`src/rtl/ppt_pkg.sv`:
```
// constants shared by the printer parallel port and its write buffer
// How it works
// - port select low enables access; strobes are ignored while it is high.
// - read selects 00 data, 01 status, 10 control; write 00 data, 10 control.
// - data read returns present levels of the eight parallel bus lines.
// - status bits 7..2 busy, ack, paper, online, error, irq; bits 1..0 one.
// - acknowledge input is sampled and reported in status bit 6.
// - control write sets direction, irq enable, select-in, init, autofeed, strobe.
// - control read returns those six settings, bits 7 and 6 zero.
// - data write latches the byte and drives it onto the parallel bus.
// - strobe output follows the control setting exactly, marking a valid byte.
package ppt_pkg;
	localparam int BYTE_W = 8;
	localparam int STAT_W = 6;
	localparam int CTRL_W = 6;
	localparam int BUF_DEPTH = 2;
	localparam int BUF_AW = 1;
	localparam logic [BUF_AW:0] BUF_FULL_CNT = 2'h2;
	localparam logic [1:0] RSEL_DATA = 2'h0;
	localparam logic [1:0] RSEL_STAT = 2'h1;
	localparam logic [1:0] RSEL_CTRL = 2'h2;
	// control field positions
	localparam int CB_STB = 0;
	localparam int CB_AFD = 1;
	localparam int CB_INIT = 2;
	localparam int CB_SELIN = 3;
	localparam int CB_IEN = 4;
	localparam int CB_DIR = 5;
	// status field positions within the six-bit status group
	localparam int SB_PIRQ = 0;
	localparam int SB_ERR = 1;
	localparam int SB_ONLINE = 2;
	localparam int SB_PAPER = 3;
	localparam int SB_ACK = 4;
	localparam int SB_BUSY = 5;
	localparam logic [1:0] STAT_LOW_ONES = 2'h3;
	localparam logic [1:0] CTRL_HIGH_ZERO = 2'h0;
	localparam logic [CTRL_W-1:0] CTRL_RESET = 6'h00;
	localparam logic [BYTE_W-1:0] OUT_BYTE_RESET = 8'h00;
	localparam logic [BYTE_W-1:0] RD_BYTE_RESET = 8'h00;
	localparam int PIN_W = STAT_W + 2 * BYTE_W + 5;
	typedef enum logic [1:0] {
		WR_IDLE = 2'h0,
		WR_ACTIVE = 2'h1,
		WR_COMMIT = 2'h3
	} wr_state_t;
endpackage

```
`src/rtl/pp_stream_if.sv`:
```
// valid/ready byte stream between the write capture and the bus latch
`timescale 1ns/1ps
interface pp_stream_if;
	logic valid;
	logic ready;
	logic [ppt_pkg::BYTE_W-1:0] data;
	modport src(output valid, output data, input ready);
	modport snk(input valid, input data, output ready);
endinterface

```
`src/rtl/pp_byte_buf.sv`:
```
// two-entry byte buffer with valid and ready on both sides
`timescale 1ns/1ps
module pp_byte_buf (
	input wire logic core_clk,
	input wire logic sys_rst,
	pp_stream_if.snk fill,
	pp_stream_if.src drain
);
	logic [ppt_pkg::BYTE_W-1:0] mem_r [ppt_pkg::BUF_DEPTH];
	logic [ppt_pkg::BUF_AW-1:0] wptr_r;
	logic [ppt_pkg::BUF_AW-1:0] rptr_r;
	logic [ppt_pkg::BUF_AW:0] cnt_r;
	wire push = fill.valid & fill.ready;
	wire pop = drain.valid & drain.ready;

	assign fill.ready = (cnt_r != ppt_pkg::BUF_FULL_CNT);
	assign drain.valid = (cnt_r != '0);
	assign drain.data = mem_r[rptr_r];

	for (genvar i = 0; i < ppt_pkg::BUF_DEPTH; i++) begin : g_entry
		localparam logic [ppt_pkg::BUF_AW-1:0] IDX = ppt_pkg::BUF_AW'(i);
		always_ff @(posedge core_clk) begin
			if (push && wptr_r == IDX) begin
				mem_r[i] <= fill.data;
			end
		end
	end

	always_ff @(posedge core_clk or posedge sys_rst) begin
		if (sys_rst) begin
			wptr_r <= '0;
			rptr_r <= '0;
			cnt_r <= '0;
		end else begin
			if (push) wptr_r <= wptr_r + 1'b1;
			if (pop) rptr_r <= rptr_r + 1'b1;
			if (push && !pop) cnt_r <= cnt_r + 1'b1;
			else if (pop && !push) cnt_r <= cnt_r - 1'b1;
		end
	end

	a_buf_fill_count: assert property (@(posedge core_clk) disable iff (sys_rst)
		(push && !pop) |=> cnt_r == $past(cnt_r) + 1'b1)
		else $error("buffer count did not rise on push");

	a_buf_full_refuse: assert property (@(posedge core_clk) disable iff (sys_rst)
		cnt_r == ppt_pkg::BUF_FULL_CNT |-> !fill.ready ##1 wptr_r == $past(wptr_r))
		else $error("buffer took a byte while full");
endmodule

```
`src/rtl/printer_parallel_port.sv`:
```
// printer parallel port: host register access, printer control and bus drive
`timescale 1ns/1ps
module printer_parallel_port (
	input wire logic core_clk,
	input wire logic sys_rst,
	input wire logic port_select_n,
	input wire logic host_read_n,
	input wire logic host_write_n,
	input wire logic reg_sel_hi,
	input wire logic reg_sel_lo,
	input wire logic [7:0] host_data_in,
	output logic [7:0] host_data_out,
	output logic host_data_oe_n,
	output logic port_ready,
	input wire logic [7:0] bus_data_in,
	output logic [7:0] bus_data_out,
	output logic bus_data_oe_n,
	input wire logic printer_busy_flag,
	input wire logic printer_ack,
	input wire logic paper_out_flag,
	input wire logic printer_online_flag,
	input wire logic printer_error,
	input wire logic printer_irq,
	output logic byte_valid_pulse,
	output logic auto_linefeed_line,
	output logic init_printer_line,
	output logic select_in_line,
	output logic port_irq
);
	// every pin arrives from outside the clock domain
	logic [ppt_pkg::PIN_W-1:0] pin_meta_r;
	logic [ppt_pkg::PIN_W-1:0] pin_sync_r;
	wire [ppt_pkg::PIN_W-1:0] pin_raw = {
		printer_busy_flag, printer_ack, paper_out_flag,
		printer_online_flag, printer_error, printer_irq,
		bus_data_in, host_data_in,
		port_select_n, host_read_n, host_write_n, reg_sel_hi, reg_sel_lo
	};

	always_ff @(posedge core_clk or posedge sys_rst) begin
		if (sys_rst) begin
			pin_meta_r <= '0;
			pin_sync_r <= '0;
		end else begin
			pin_meta_r <= pin_raw;
			pin_sync_r <= pin_meta_r;
		end
	end

	wire [ppt_pkg::STAT_W-1:0] status_s = pin_sync_r[26:21];
	wire [7:0] bus_in_s = pin_sync_r[20:13];
	wire [7:0] host_in_s = pin_sync_r[12:5];
	wire sel_s = ~pin_sync_r[4];
	wire rd_s = ~pin_sync_r[3];
	wire wr_s = ~pin_sync_r[2];
	wire [1:0] rsel_s = pin_sync_r[1:0];

	// read decode
	wire rd_act = sel_s & rd_s & ~wr_s;
	wire rd_data_hit = rd_act && rsel_s == ppt_pkg::RSEL_DATA;
	wire rd_stat_hit = rd_act && rsel_s == ppt_pkg::RSEL_STAT;
	wire rd_ctrl_hit = rd_act && rsel_s == ppt_pkg::RSEL_CTRL;
	wire rd_valid = rd_data_hit | rd_stat_hit | rd_ctrl_hit;

	logic [ppt_pkg::CTRL_W-1:0] ctrl_r;
	wire [7:0] stat_word = {status_s, ppt_pkg::STAT_LOW_ONES};
	wire [7:0] ctrl_word = {ppt_pkg::CTRL_HIGH_ZERO, ctrl_r};
	wire [7:0] rd_mux = rd_stat_hit ? stat_word :
		rd_ctrl_hit ? ctrl_word : bus_in_s;

	logic [7:0] host_data_out_r;
	logic host_data_oe_n_r;

	always_ff @(posedge core_clk or posedge sys_rst) begin
		if (sys_rst) begin
			host_data_out_r <= ppt_pkg::RD_BYTE_RESET;
			host_data_oe_n_r <= 1'b1;
		end else begin
			// live sampling while the strobe stays low, like a transparent path
			if (rd_valid) host_data_out_r <= rd_mux;
			host_data_oe_n_r <= ~rd_valid;
		end
	end

	assign host_data_out = host_data_out_r;
	assign host_data_oe_n = host_data_oe_n_r;

	// write capture: commit on the trailing edge of the write strobe
	ppt_pkg::wr_state_t wr_state_r;
	ppt_pkg::wr_state_t wr_state_nxt;
	logic [7:0] wr_hold_r;
	logic [1:0] wr_sel_r;
	wire wr_act = sel_s & wr_s & ~rd_s;
	wire commit = (wr_state_r == ppt_pkg::WR_COMMIT);
	wire data_wr_fire = commit && wr_sel_r == ppt_pkg::RSEL_DATA;
	wire ctrl_wr_fire = commit && wr_sel_r == ppt_pkg::RSEL_CTRL;

	pp_stream_if wr_fill ();
	pp_stream_if wr_drain ();

	assign wr_fill.valid = data_wr_fire;
	assign wr_fill.data = wr_hold_r;
	// bus byte must not change under an active strobe, so drain waits
	assign wr_drain.ready = ~ctrl_r[ppt_pkg::CB_STB];
	assign port_ready = wr_fill.ready;

	pp_byte_buf u_wr_buf (
		.core_clk(core_clk),
		.sys_rst(sys_rst),
		.fill(wr_fill.snk),
		.drain(wr_drain.src)
	);

	always_comb begin
		wr_state_nxt = wr_state_r;
		case (wr_state_r)
			ppt_pkg::WR_IDLE: begin
				if (wr_act) wr_state_nxt = ppt_pkg::WR_ACTIVE;
			end
			ppt_pkg::WR_ACTIVE: begin
				if (!wr_act) wr_state_nxt = ppt_pkg::WR_COMMIT;
			end
			ppt_pkg::WR_COMMIT: begin
				// a full buffer holds the commit so the byte is not lost
				if (!data_wr_fire || wr_fill.ready) wr_state_nxt = ppt_pkg::WR_IDLE;
			end
			default: wr_state_nxt = ppt_pkg::WR_IDLE;
		endcase
	end

	always_ff @(posedge core_clk or posedge sys_rst) begin
		if (sys_rst) begin
			wr_state_r <= ppt_pkg::WR_IDLE;
			wr_hold_r <= ppt_pkg::OUT_BYTE_RESET;
			wr_sel_r <= ppt_pkg::RSEL_DATA;
		end else begin
			wr_state_r <= wr_state_nxt;
			if (wr_act && wr_state_r != ppt_pkg::WR_COMMIT) begin
				wr_hold_r <= host_in_s;
				wr_sel_r <= rsel_s;
			end
		end
	end

	// control register and bus byte latch
	logic [7:0] out_byte_r;
	logic bus_data_oe_n_r;
	logic port_irq_r;

	always_ff @(posedge core_clk or posedge sys_rst) begin
		if (sys_rst) begin
			ctrl_r <= ppt_pkg::CTRL_RESET;
		end else if (ctrl_wr_fire) begin
			ctrl_r <= wr_hold_r[ppt_pkg::CTRL_W-1:0];
		end
	end

	always_ff @(posedge core_clk or posedge sys_rst) begin
		if (sys_rst) begin
			out_byte_r <= ppt_pkg::OUT_BYTE_RESET;
			bus_data_oe_n_r <= 1'b1;
			port_irq_r <= 1'b0;
		end else begin
			if (wr_drain.valid && wr_drain.ready) out_byte_r <= wr_drain.data;
			bus_data_oe_n_r <= ctrl_r[ppt_pkg::CB_DIR];
			port_irq_r <= ctrl_r[ppt_pkg::CB_IEN] & status_s[ppt_pkg::SB_PIRQ];
		end
	end

	assign bus_data_out = out_byte_r;
	assign bus_data_oe_n = bus_data_oe_n_r;
	assign port_irq = port_irq_r;
	assign byte_valid_pulse = ctrl_r[ppt_pkg::CB_STB];
	assign auto_linefeed_line = ctrl_r[ppt_pkg::CB_AFD];
	assign init_printer_line = ctrl_r[ppt_pkg::CB_INIT];
	assign select_in_line = ctrl_r[ppt_pkg::CB_SELIN];

	// checks
	a_deselect_no_drive: assert property (@(posedge core_clk) disable iff (sys_rst)
		!sel_s |=> host_data_oe_n)
		else $error("host bus driven while port not selected");

	a_deselect_no_write: assert property (@(posedge core_clk) disable iff (sys_rst)
		(wr_state_r == ppt_pkg::WR_IDLE && !sel_s) |=> wr_state_r == ppt_pkg::WR_IDLE)
		else $error("write captured while port not selected");

	a_invalid_read_quiet: assert property (@(posedge core_clk) disable iff (sys_rst)
		(rd_act && rsel_s == 2'h3) |=> host_data_oe_n)
		else $error("invalid read address drove the host bus");

	a_read_bus_levels: assert property (@(posedge core_clk) disable iff (sys_rst)
		rd_data_hit |=> !host_data_oe_n && host_data_out == $past(bus_in_s))
		else $error("data read did not return bus levels");

	a_status_layout: assert property (@(posedge core_clk) disable iff (sys_rst)
		rd_stat_hit |=> host_data_out[1:0] == 2'h3 && host_data_out[7:2] == $past(status_s))
		else $error("status read layout wrong");

	// two sync edges plus the read register: bit 6 shows the pin of three edges back
	a_ack_reported: assert property (@(posedge core_clk) disable iff (sys_rst)
		rd_stat_hit |=> host_data_out[6] == $past(printer_ack, 3))
		else $error("acknowledge level not reported in bit 6");

	a_ctrl_write_lines: assert property (@(posedge core_clk) disable iff (sys_rst)
		ctrl_wr_fire |=> {bus_data_oe_n_r, select_in_line, init_printer_line} ==
			{bus_data_oe_n_r, $past(wr_hold_r[3:2])} ##1
			bus_data_oe_n == $past(wr_hold_r[5], 2))
		else $error("control write did not set the lines");

	a_ctrl_readback: assert property (@(posedge core_clk) disable iff (sys_rst)
		rd_ctrl_hit |=> host_data_out == {2'h0, $past(ctrl_r)})
		else $error("control readback mismatch");

	a_write_drives_bus: assert property (@(posedge core_clk) disable iff (sys_rst)
		(data_wr_fire && wr_fill.ready && !wr_drain.valid && !byte_valid_pulse)
			|=> ##1 bus_data_out == $past(wr_hold_r, 2))
		else $error("written byte not latched onto bus");

	a_strobe_follows: assert property (@(posedge core_clk) disable iff (sys_rst)
		ctrl_wr_fire |=> byte_valid_pulse == $past(wr_hold_r[0]))
		else $error("strobe line does not follow control write");

	a_dir_release: assert property (@(posedge core_clk) disable iff (sys_rst)
		$rose(ctrl_r[ppt_pkg::CB_DIR]) |=> bus_data_oe_n)
		else $error("bus still driven after direction set");

	a_irq_gate: assert property (@(posedge core_clk) disable iff (sys_rst)
		!ctrl_r[ppt_pkg::CB_IEN] |=> !port_irq)
		else $error("port irq raised while disabled");
endmodule

```
`config.mk`:
```
export PLATFORM = sky130hd
export DESIGN_NAME = printer_parallel_port
export DESIGN_NICKNAME = d
export VERILOG_FILES = /design/src/rtl/ppt_pkg.sv /design/src/rtl/pp_stream_if.sv /design/src/rtl/pp_byte_buf.sv /design/src/rtl/printer_parallel_port.sv
export SDC_FILE = /design/constraint.sdc
export NUM_CORES = 1
export LEC_CHECK = 0
export BUFFER_PORTS_ARGS = -buffer_cell sky130_fd_sc_hd__buf_4
export CAP_MARGIN = 20
export CORE_MARGIN = 2
export CORE_UTILIZATION = 42
export DETAILED_ROUTE_END_ITERATION = 12
export PLACE_DENSITY_LB_ADDON = 0.3
export SETUP_SLACK_MARGIN = 0.5
export SLEW_MARGIN = 5
export SYNTH_ARGS = -nofsm -noshare
export SYNTH_HDL_FRONTEND = slang
export SYNTH_HIERARCHICAL = 1
export SYNTH_SLANG_ARGS = --single-unit
export TNS_END_PERCENT = 30
```
`constraint.sdc`:
```
create_clock -name core_clk -period 3.1 [get_ports core_clk]
set_input_delay 0.465 -clock core_clk [delete_from_list [all_inputs] [get_ports core_clk]]
set_output_delay 0.465 -clock core_clk [all_outputs]
set_load 0.01 [all_outputs]
```
==> impl_metrics.py, run 1 <==
metrics = {
    "run_status": {
        "status": "finished, final reports clean",
    },
    "floorplanning": {
        "die_area_mm2": 0.00957,
        "start_util_pct": 42.8,
        "coreArea_mm2": 0.00864,
        "die_w_um": 97.8,
        "die_h_um": 97.8,
        "io_pins": 53,
        "rows": 34,
    },
    "synth": {
        "synthMuxAreaShare_pct": 13.1,
        "synth_xor_area_share_pct": 1.18,
        "syn_inst": 207,
        "synth_nets": 237,
        "yosys.area_share.simple_pct": 3.96,
        "synth_top_family_by_area": "multiplexers",
        "synth_adder_area_share_pct": 0.339,
        "synth_compound_area_share_pct": 2.74,
        "ys_seq_elements": 111,
        "yosysSeqAreaShare_pct": 77.4,
        "synth_cell_types": 33,
        "syn_area_mm2": 0.00370,
        "yosysWarnings": 6,
        "synth.avg_cell_area_um2": 17.9,
    },
    "detailed_routing": {
        "firstDrtPassIters": 4,
        "drc_errors": 0,
        "viasPerCell": 4.68,
        "antenna_left": 0,
        "wl_per_cell_um": 14.5,
        "vias": 1783,
        "drt_wl_total_um": 5520,
        "first_iter_violations": 62,
    },
    "power": {
        "clock_power_share_pct": 23.0,
        "intPower_mw": 2.52,
        "pwr-share-seq_pct": 55.8,
        "switching_power_mw": 0.971,
        "switching_share_pct": 27.8,
        "irDropWorstVdd_v": 0.000368,
        "p_per_area_mw_per_mm2": 791,
        "power_leakage_nw": 1.97,
        "combPwrFrac_pct": 21.1,
    },
    "placed_design": {
        "gp_congestion": 0.680,
        "dpl_worst_slack_ns": 1.39,
        "placement.io_buffers": 52,
        "hpwlAfterDp_um": 3770,
        "dpl_cell_area_mm2": 0.00422,
    },
    "cts": {
        "cts_tree": "built",
        "cts_sinks": 111,
        "cts_max_level": 3,
        "clkTransAtPathRegs_ns": 0.11,
        "ctsResizeCount": 0,
        "cts.path.max_buffers": 2,
        "cts_setup_buffers": 0,
        "clock-root-buffer": "clkbuf_8",
        "hold_buffers": 1,
        "insertion_delay_ns": 0.36,
        "cts_buffers": 9,
    },
    "timing": {
        "setup_tns_ns": 0,
        "fmax_mhz": 594,
        "finalHoldViolations": 0,
        "setup_viol": 0,
        "tightest_slew_ns": 0.878,
        "worst_slack_ns": 1.42,
        "finalMaxSlewViolations": 0,
        "slew_headroom_pct": 41.4,
        "period_minus_slack_ns": 1.68,
        "period_share_pct": 54.3,
        "rsz0062_at_grt": "false",
        "hold_ws_ns": 0.204,
        "fin_skew_ns": 0.0117,
    },
    "layout": {
        "post-route-util_pct": 51.2,
        "diodes": 0,
        "fill_cells": 723,
        "final_design_area_no_fill_mm2": 0.00442,
        "drive_gt1_share_pct": 42.1,
        "areaGrowthSynthToFinish_pct": 19.6,
        "nets": 298,
    },
    "critical_path": {
        "critPathArrivalTime_ns": 1.68,
        "crit_required_ns": 3.10,
        "startpoint_type": "register",
        "setup.worst_path.class": "reg2reg",
        "crit_path_top_delay_cell": "nor2_1",
        "cp_common_cell": "nor2_1",
        "cp_slowest_stage_delay_ns": 0.53,
        "worstSetupEndpointType": "register",
        "crit_chain": "nand3b_1 > nor2_1 > nand2_1 > nor2_1",
        "critical_path.max_fanout": 8,
    },
    "grt": {
        "grt.total_usage_pct": 12.7,
        "grt_max_degree": 42,
        "grt_pass1_wl_um": 9320,
        "grt_overflow_total": 0,
        "antenna_found_initial": 0,
        "grt_pass1_vias": 1832,
    },
    "worst_hold_path": {
        "hold_path_class": "in2reg",
    },
    "run": {
        "drv_cap": 0,
    },
}
[cell usage after synthesis, drive strengths merged]
library cell / n / area [um2]
mux2: 34 / 383
nor2b: 1 / 6.26
or3: 1 / 6.26
a21oi: 2 / 21.3
a22o: 2 / 17.5
o21ai: 1 / 5.00
xor2: 2 / 17.5
clkbuf: 1 / 3.75
a2bb2oi: 2 / 17.5
nand3b: 1 / 7.51
buf: 4 / 26.3
xnor2: 3 / 26.3
inv: 5 / 18.8
nand2: 4 / 22.5
nand2b: 2 / 20.0
o22a: 4 / 40.0
nand4b: 1 / 8.76
and3: 1 / 6.26
or2: 1 / 8.76
and2: 1 / 6.26
nor2: 10 / 37.5
mux2i: 10 / 100
or3b: 1 / 8.76
dfrtp: 93 / 2330
dfstp: 2 / 52.6
ha: 1 / 12.5
nor3b: 1 / 7.51
edfxtp: 16 / 480
[per-stage QoR]
| step | cells | power (mW) |
|---|---|---|
| floorplan | 207 | 2.40 |
| global placement | 364 | 2.70 |
| detailed placement | 364 | 2.73 |
| CTS | 381 | 3.54 |
| global route | 381 | 3.70 |
| finish | 381 | 3.49 |
[metal layers]
metal | GRT usage, % | vias up | routed length, um
met4 | 7.59 | 0 | 123
met2 | 18.9 | 45 | 2560
li1 | - | 837 | -
met3 | 2.79 | 8 | 215
met1 | 17.4 | 893 | 2620
met5 | 0 | - | 0
[state kept, by name (all words and copies together) (netlist names)]
| signal | cells |
|---|---|
| u_wr_buf/wptr_r | 1 |
| wr_state_r | 2 |
| bus_data_oe_n | 1 |
| pin_sync_r | 27 |
| pin_meta_r | 27 |
| wr_sel_r | 2 |
| port_irq | 1 |
| wr_fill.data | 8 |
| host_data_oe_n | 1 |
| bus_data_out | 8 |
| u_wr_buf/rptr_r | 1 |
| host_data_out | 8 |
| ctrl_r | 6 |
| u_wr_buf/cnt_r | 2 |
| u_wr_buf/mem_r | 16 |
[layout make-up]
| cell class | instances | area (um2) | area share [%] |
|---|---|---|---|
| Clock buffer | 11 | 141 | 3.20 |
| Clock inverter | 5 | 46.3 | 1.05 |
| Multi-Input combinational cell | 86 | 787 | 17.8 |
| Sequential cell | 111 | 2860 | 64.7 |
| Timing Repair Buffer | 55 | 428 | 9.68 |
| Inverter | 5 | 22.5 | 0.509 |
| Tap cell | 108 | 135 | 3.06 |
[critical path, delay by kind of cell (launching register included)]
kind,cells,cell delay [ns]
and+or+nand+nor,4,0.94
DFF,1,0.39
[cell usage in the layout, fill, tap and decap left out, types with 2 or more instances in the layout]
cell / n
nor2_1: 10
edfxtp_1: 16
nand2_1: 3
xor2_1: 2
mux2i_1: 10
clkbuf_8: 10
a2bb2oi_1: 2
xnor2_1: 3
inv_6: 3
dfstp_2: 2
inv_1: 3
a22o_1: 2
o22a_2: 4
dfrtp_1: 93
buf_4: 53
mux2_2: 34
[path summary, 6_finish.rpt]
kind | from | endpoint | slack, ns | cells past startpoint
max | wr_sel_r[0] | u_wr_buf/mem_r[0][0] | 1.42 | 4
min | bus_data_in[7] | pin_meta_r[20] | 0.20 | 1
max reg2reg | wr_sel_r[0] | u_wr_buf/mem_r[0][0] | 1.42 | 4
min reg2reg | pin_meta_r[11] | pin_sync_r[11] | 0.34 | 0
max in group asynchronous | sys_rst | pin_meta_r[4] | 1.57 | 4
min in group asynchronous | sys_rst | u_wr_buf/cnt_r[1] | 0.56 | 3
[logic make-up after synthesis]
family          Yosys count
fa+ha+maj                 1
xor+xnor                  5
simple gates             25
buf+inv                  10
compound gates           11
mux                      44
flops                   111
[power by group through the flow]
stage	sequential [mW]	combinational (mW)	clock [mW]
2_1_floorplan	1.95	0.453	0
3_3_place_gp	1.97	0.731	0
3_5_place_dp	1.99	0.749	0
4_1_cts	1.96	0.752	0.832
5_1_grt	1.99	0.812	0.893
6_report	1.95	0.738	0.805
Note: power is estimated with default switching activity, not from simulation.
==> run 2: changes to the inputs <==
- clock period: 3.1 -> 1.74 ns (I/O delays scaled with it)
==> run 2 against run 1 <==
Highest routed layer unchanged. Sequential power up 79%. Register-to-register slack worse by 1.1 ns. Clock power increased by 66%. Total power up 81%. Cell area increased by 10%.
==> impl_metrics.py, run 2 (synthesis results as in run 1) <==
metrics = {
    "run_status": {
        "status": "finished, final reports clean",
    },
    "detailed_routing": {
        "vias": 1938,
        "drc_errors": 0,
        "drt_wl_total_um": 6100,
        "viasPerCell": 4.61,
        "firstDrtPassIters": 5,
        "antenna_left": 0,
        "wl_per_cell_um": 14.5,
        "first_iter_violations": 112,
    },
    "power": {
        "switching_power_mw": 1.77,
        "p_per_area_mw_per_mm2": 1300,
        "power_leakage_nw": 2.15,
        "pwr-share-seq_pct": 55.1,
        "irDropWorstVdd_v": 0.000570,
        "switching_share_pct": 28.0,
        "clock_power_share_pct": 21.1,
        "intPower_mw": 4.55,
        "combPwrFrac_pct": 23.8,
    },
    "floorplanning": {
        "coreArea_mm2": 0.00864,
        "rows": 34,
        "die_w_um": 97.8,
        "start_util_pct": 42.8,
        "die_area_mm2": 0.00957,
        "die_h_um": 97.8,
        "io_pins": 53,
    },
    "grt": {
        "grt_overflow_total": 0,
        "grt.total_usage_pct": 13.8,
        "antenna_found_initial": 0,
        "grt_max_degree": 48,
        "grt_pass1_vias": 2024,
        "grt_pass1_wl_um": 10100,
    },
    "timing": {
        "period_minus_slack_ns": 1.45,
        "fin_skew_ns": 0.0145,
        "finalMaxSlewViolations": 0,
        "setup_tns_ns": 0,
        "rsz0062_at_grt": "true",
        "setup_viol": 0,
        "slew_headroom_pct": 67.3,
        "period_share_pct": 83.5,
        "hold_ws_ns": 0.351,
        "finalHoldViolations": 0,
        "tightest_slew_ns": 0.490,
        "fmax_mhz": 689,
    },
    "critical_path": {
        "rr_worst_depth": 8,
        "crit_path_top_delay_cell": "dfrtp_1",
        "cp_slowest_stage_delay_ns": 0.39,
        "critical_path.max_fanout": 2,
        "setup.worst_path.class": "reg2reg",
        "crit_required_ns": 1.98,
        "crit_cells": 8,
        "startpoint_type": "register",
        "worstSetupEndpointType": "register",
        "crit_chain": "nand3b_1 > nor2_2 > nand2_2 > inv_2 > ha_4 > xor2_2 > nor2_2 > xor2_1",
        "cpLargestDelayFamily": "simple AND/OR/NAND/NOR gates",
        "critPathBufInv": 1,
        "critPathArrivalTime_ns": 1.70,
        "cp_common_cell": "nor2_2",
    },
    "placed_design": {
        "hpwlAfterDp_um": 3730,
        "gp_congestion": 0.702,
        "placement.io_buffers": 52,
        "dpl_cell_area_mm2": 0.00425,
        "dp.cells": 365,
    },
    "layout": {
        "areaGrowthSynthToFinish_pct": 31.9,
        "diodes": 0,
        "final_cell_mix": "dfrtp_1, buf_4, mux2_2",
        "drive_gt1_share_pct": 45.5,
        "nets": 337,
        "fin_cells": 420,
        "reg_top3": "pin_meta_r: 27 flops, pin_sync_r: 27 flops, u_wr_buf/mem_r: 16 flops",
        "final_common_cell": "dfrtp_1",
        "post-route-util_pct": 56.5,
        "final_design_area_no_fill_mm2": 0.00488,
    },
    "cts": {
        "cts_buffers": 9,
        "clock-root-buffer": "clkbuf_8",
        "clkTransAtPathRegs_ns": 0.09,
        "cts_sinks": 111,
        "cts_tree": "built",
        "cts.path.max_buffers": 2,
        "insertion_delay_ns": 0.37,
        "cts_max_level": 3,
    },
    "worst_hold_path": {
        "hold_path_class": "in2async",
    },
    "run": {
        "drv_cap": 0,
    },
}
## run 2: through the flow
stage,setup slack [ns],power [mW]
2_1_floorplan,0.330,4.28
3_3_place_gp,0.141,4.81
3_5_place_dp,0.0865,4.87
4_1_cts,0.273,6.38
5_1_grt,0.199,6.69
6_report,0.288,6.32
## run 2: tightest hold or removal path, stage by stage
cell and delay [ns]:
dlygate4sd3_1 0.53, buf_4 0.14, inv_1 0.13
## run 2: repair_timing
| item | 4_1_cts | 5_1_grt |
|---|---|---|
| setup buffers | 8 | 2 |
| endpoints found under the hold margin | 39 | 0 |
| gates resized for setup | 15 | 8 |
| endpoints found under the setup margin | 55 | 60 |
| pin swaps | 6 | 3 |
| hold buffers | 28 | 0 |
| gates cloned | 1 | 0 |
## run 2: final timing paths
path | startpoint | slack [ns] | endpoint
hold / removal | sys_rst | 0.35 | u_wr_buf/rptr_r
max in group asynchronous | sys_rst | 0.82 | bus_data_oe_n
hold reg to reg | pin_meta_r[16] | 0.35 | pin_sync_r[16]
setup / recovery | wr_sel_r[0] | 0.29 | u_wr_buf/cnt_r[1]
setup reg to reg | wr_sel_r[0] | 0.29 | u_wr_buf/cnt_r[1]
min in group core_clk | pin_meta_r[16] | 0.35 | pin_sync_r[16]
## run 2: power by group through the flow
| stage | Clock, mW | Sequential, mW | Combinational, mW |
|---|---|---|---|
| after detailed placement | 0 | 3.53 | 1.34 |
| after global routing | 1.50 | 3.56 | 1.63 |
| after floorplan | 0 | 3.47 | 0.813 |
| final | 1.34 | 3.49 | 1.50 |
| after global placement | 0 | 3.51 | 1.31 |
| after CTS | 1.39 | 3.49 | 1.49 |
## run 2: routing by layer
metal | wire length, um | part of all wire [%] | global-route usage (%)
met5 | 0 | 0 | 0
met1 | 2640 | 43 | 17.7
met4 | 162 | 2.7 | 7.05
met2 | 3080 | 50 | 22.2
met3 | 217 | 3.6 | 3.22
## run 2: layout make-up
| class | instances | area, um2 |
|---|---|---|
| Multi-Input combinational cell | 87 | 878 |
| Tap cell | 108 | 135 |
| Sequential cell | 111 | 2860 |
| Clock buffer | 11 | 131 |
| Fill cell | 689 | 3760 |
| Inverter | 5 | 22.5 |
| Clock inverter | 5 | 33.8 |
| Timing Repair Buffer | 93 | 813 |
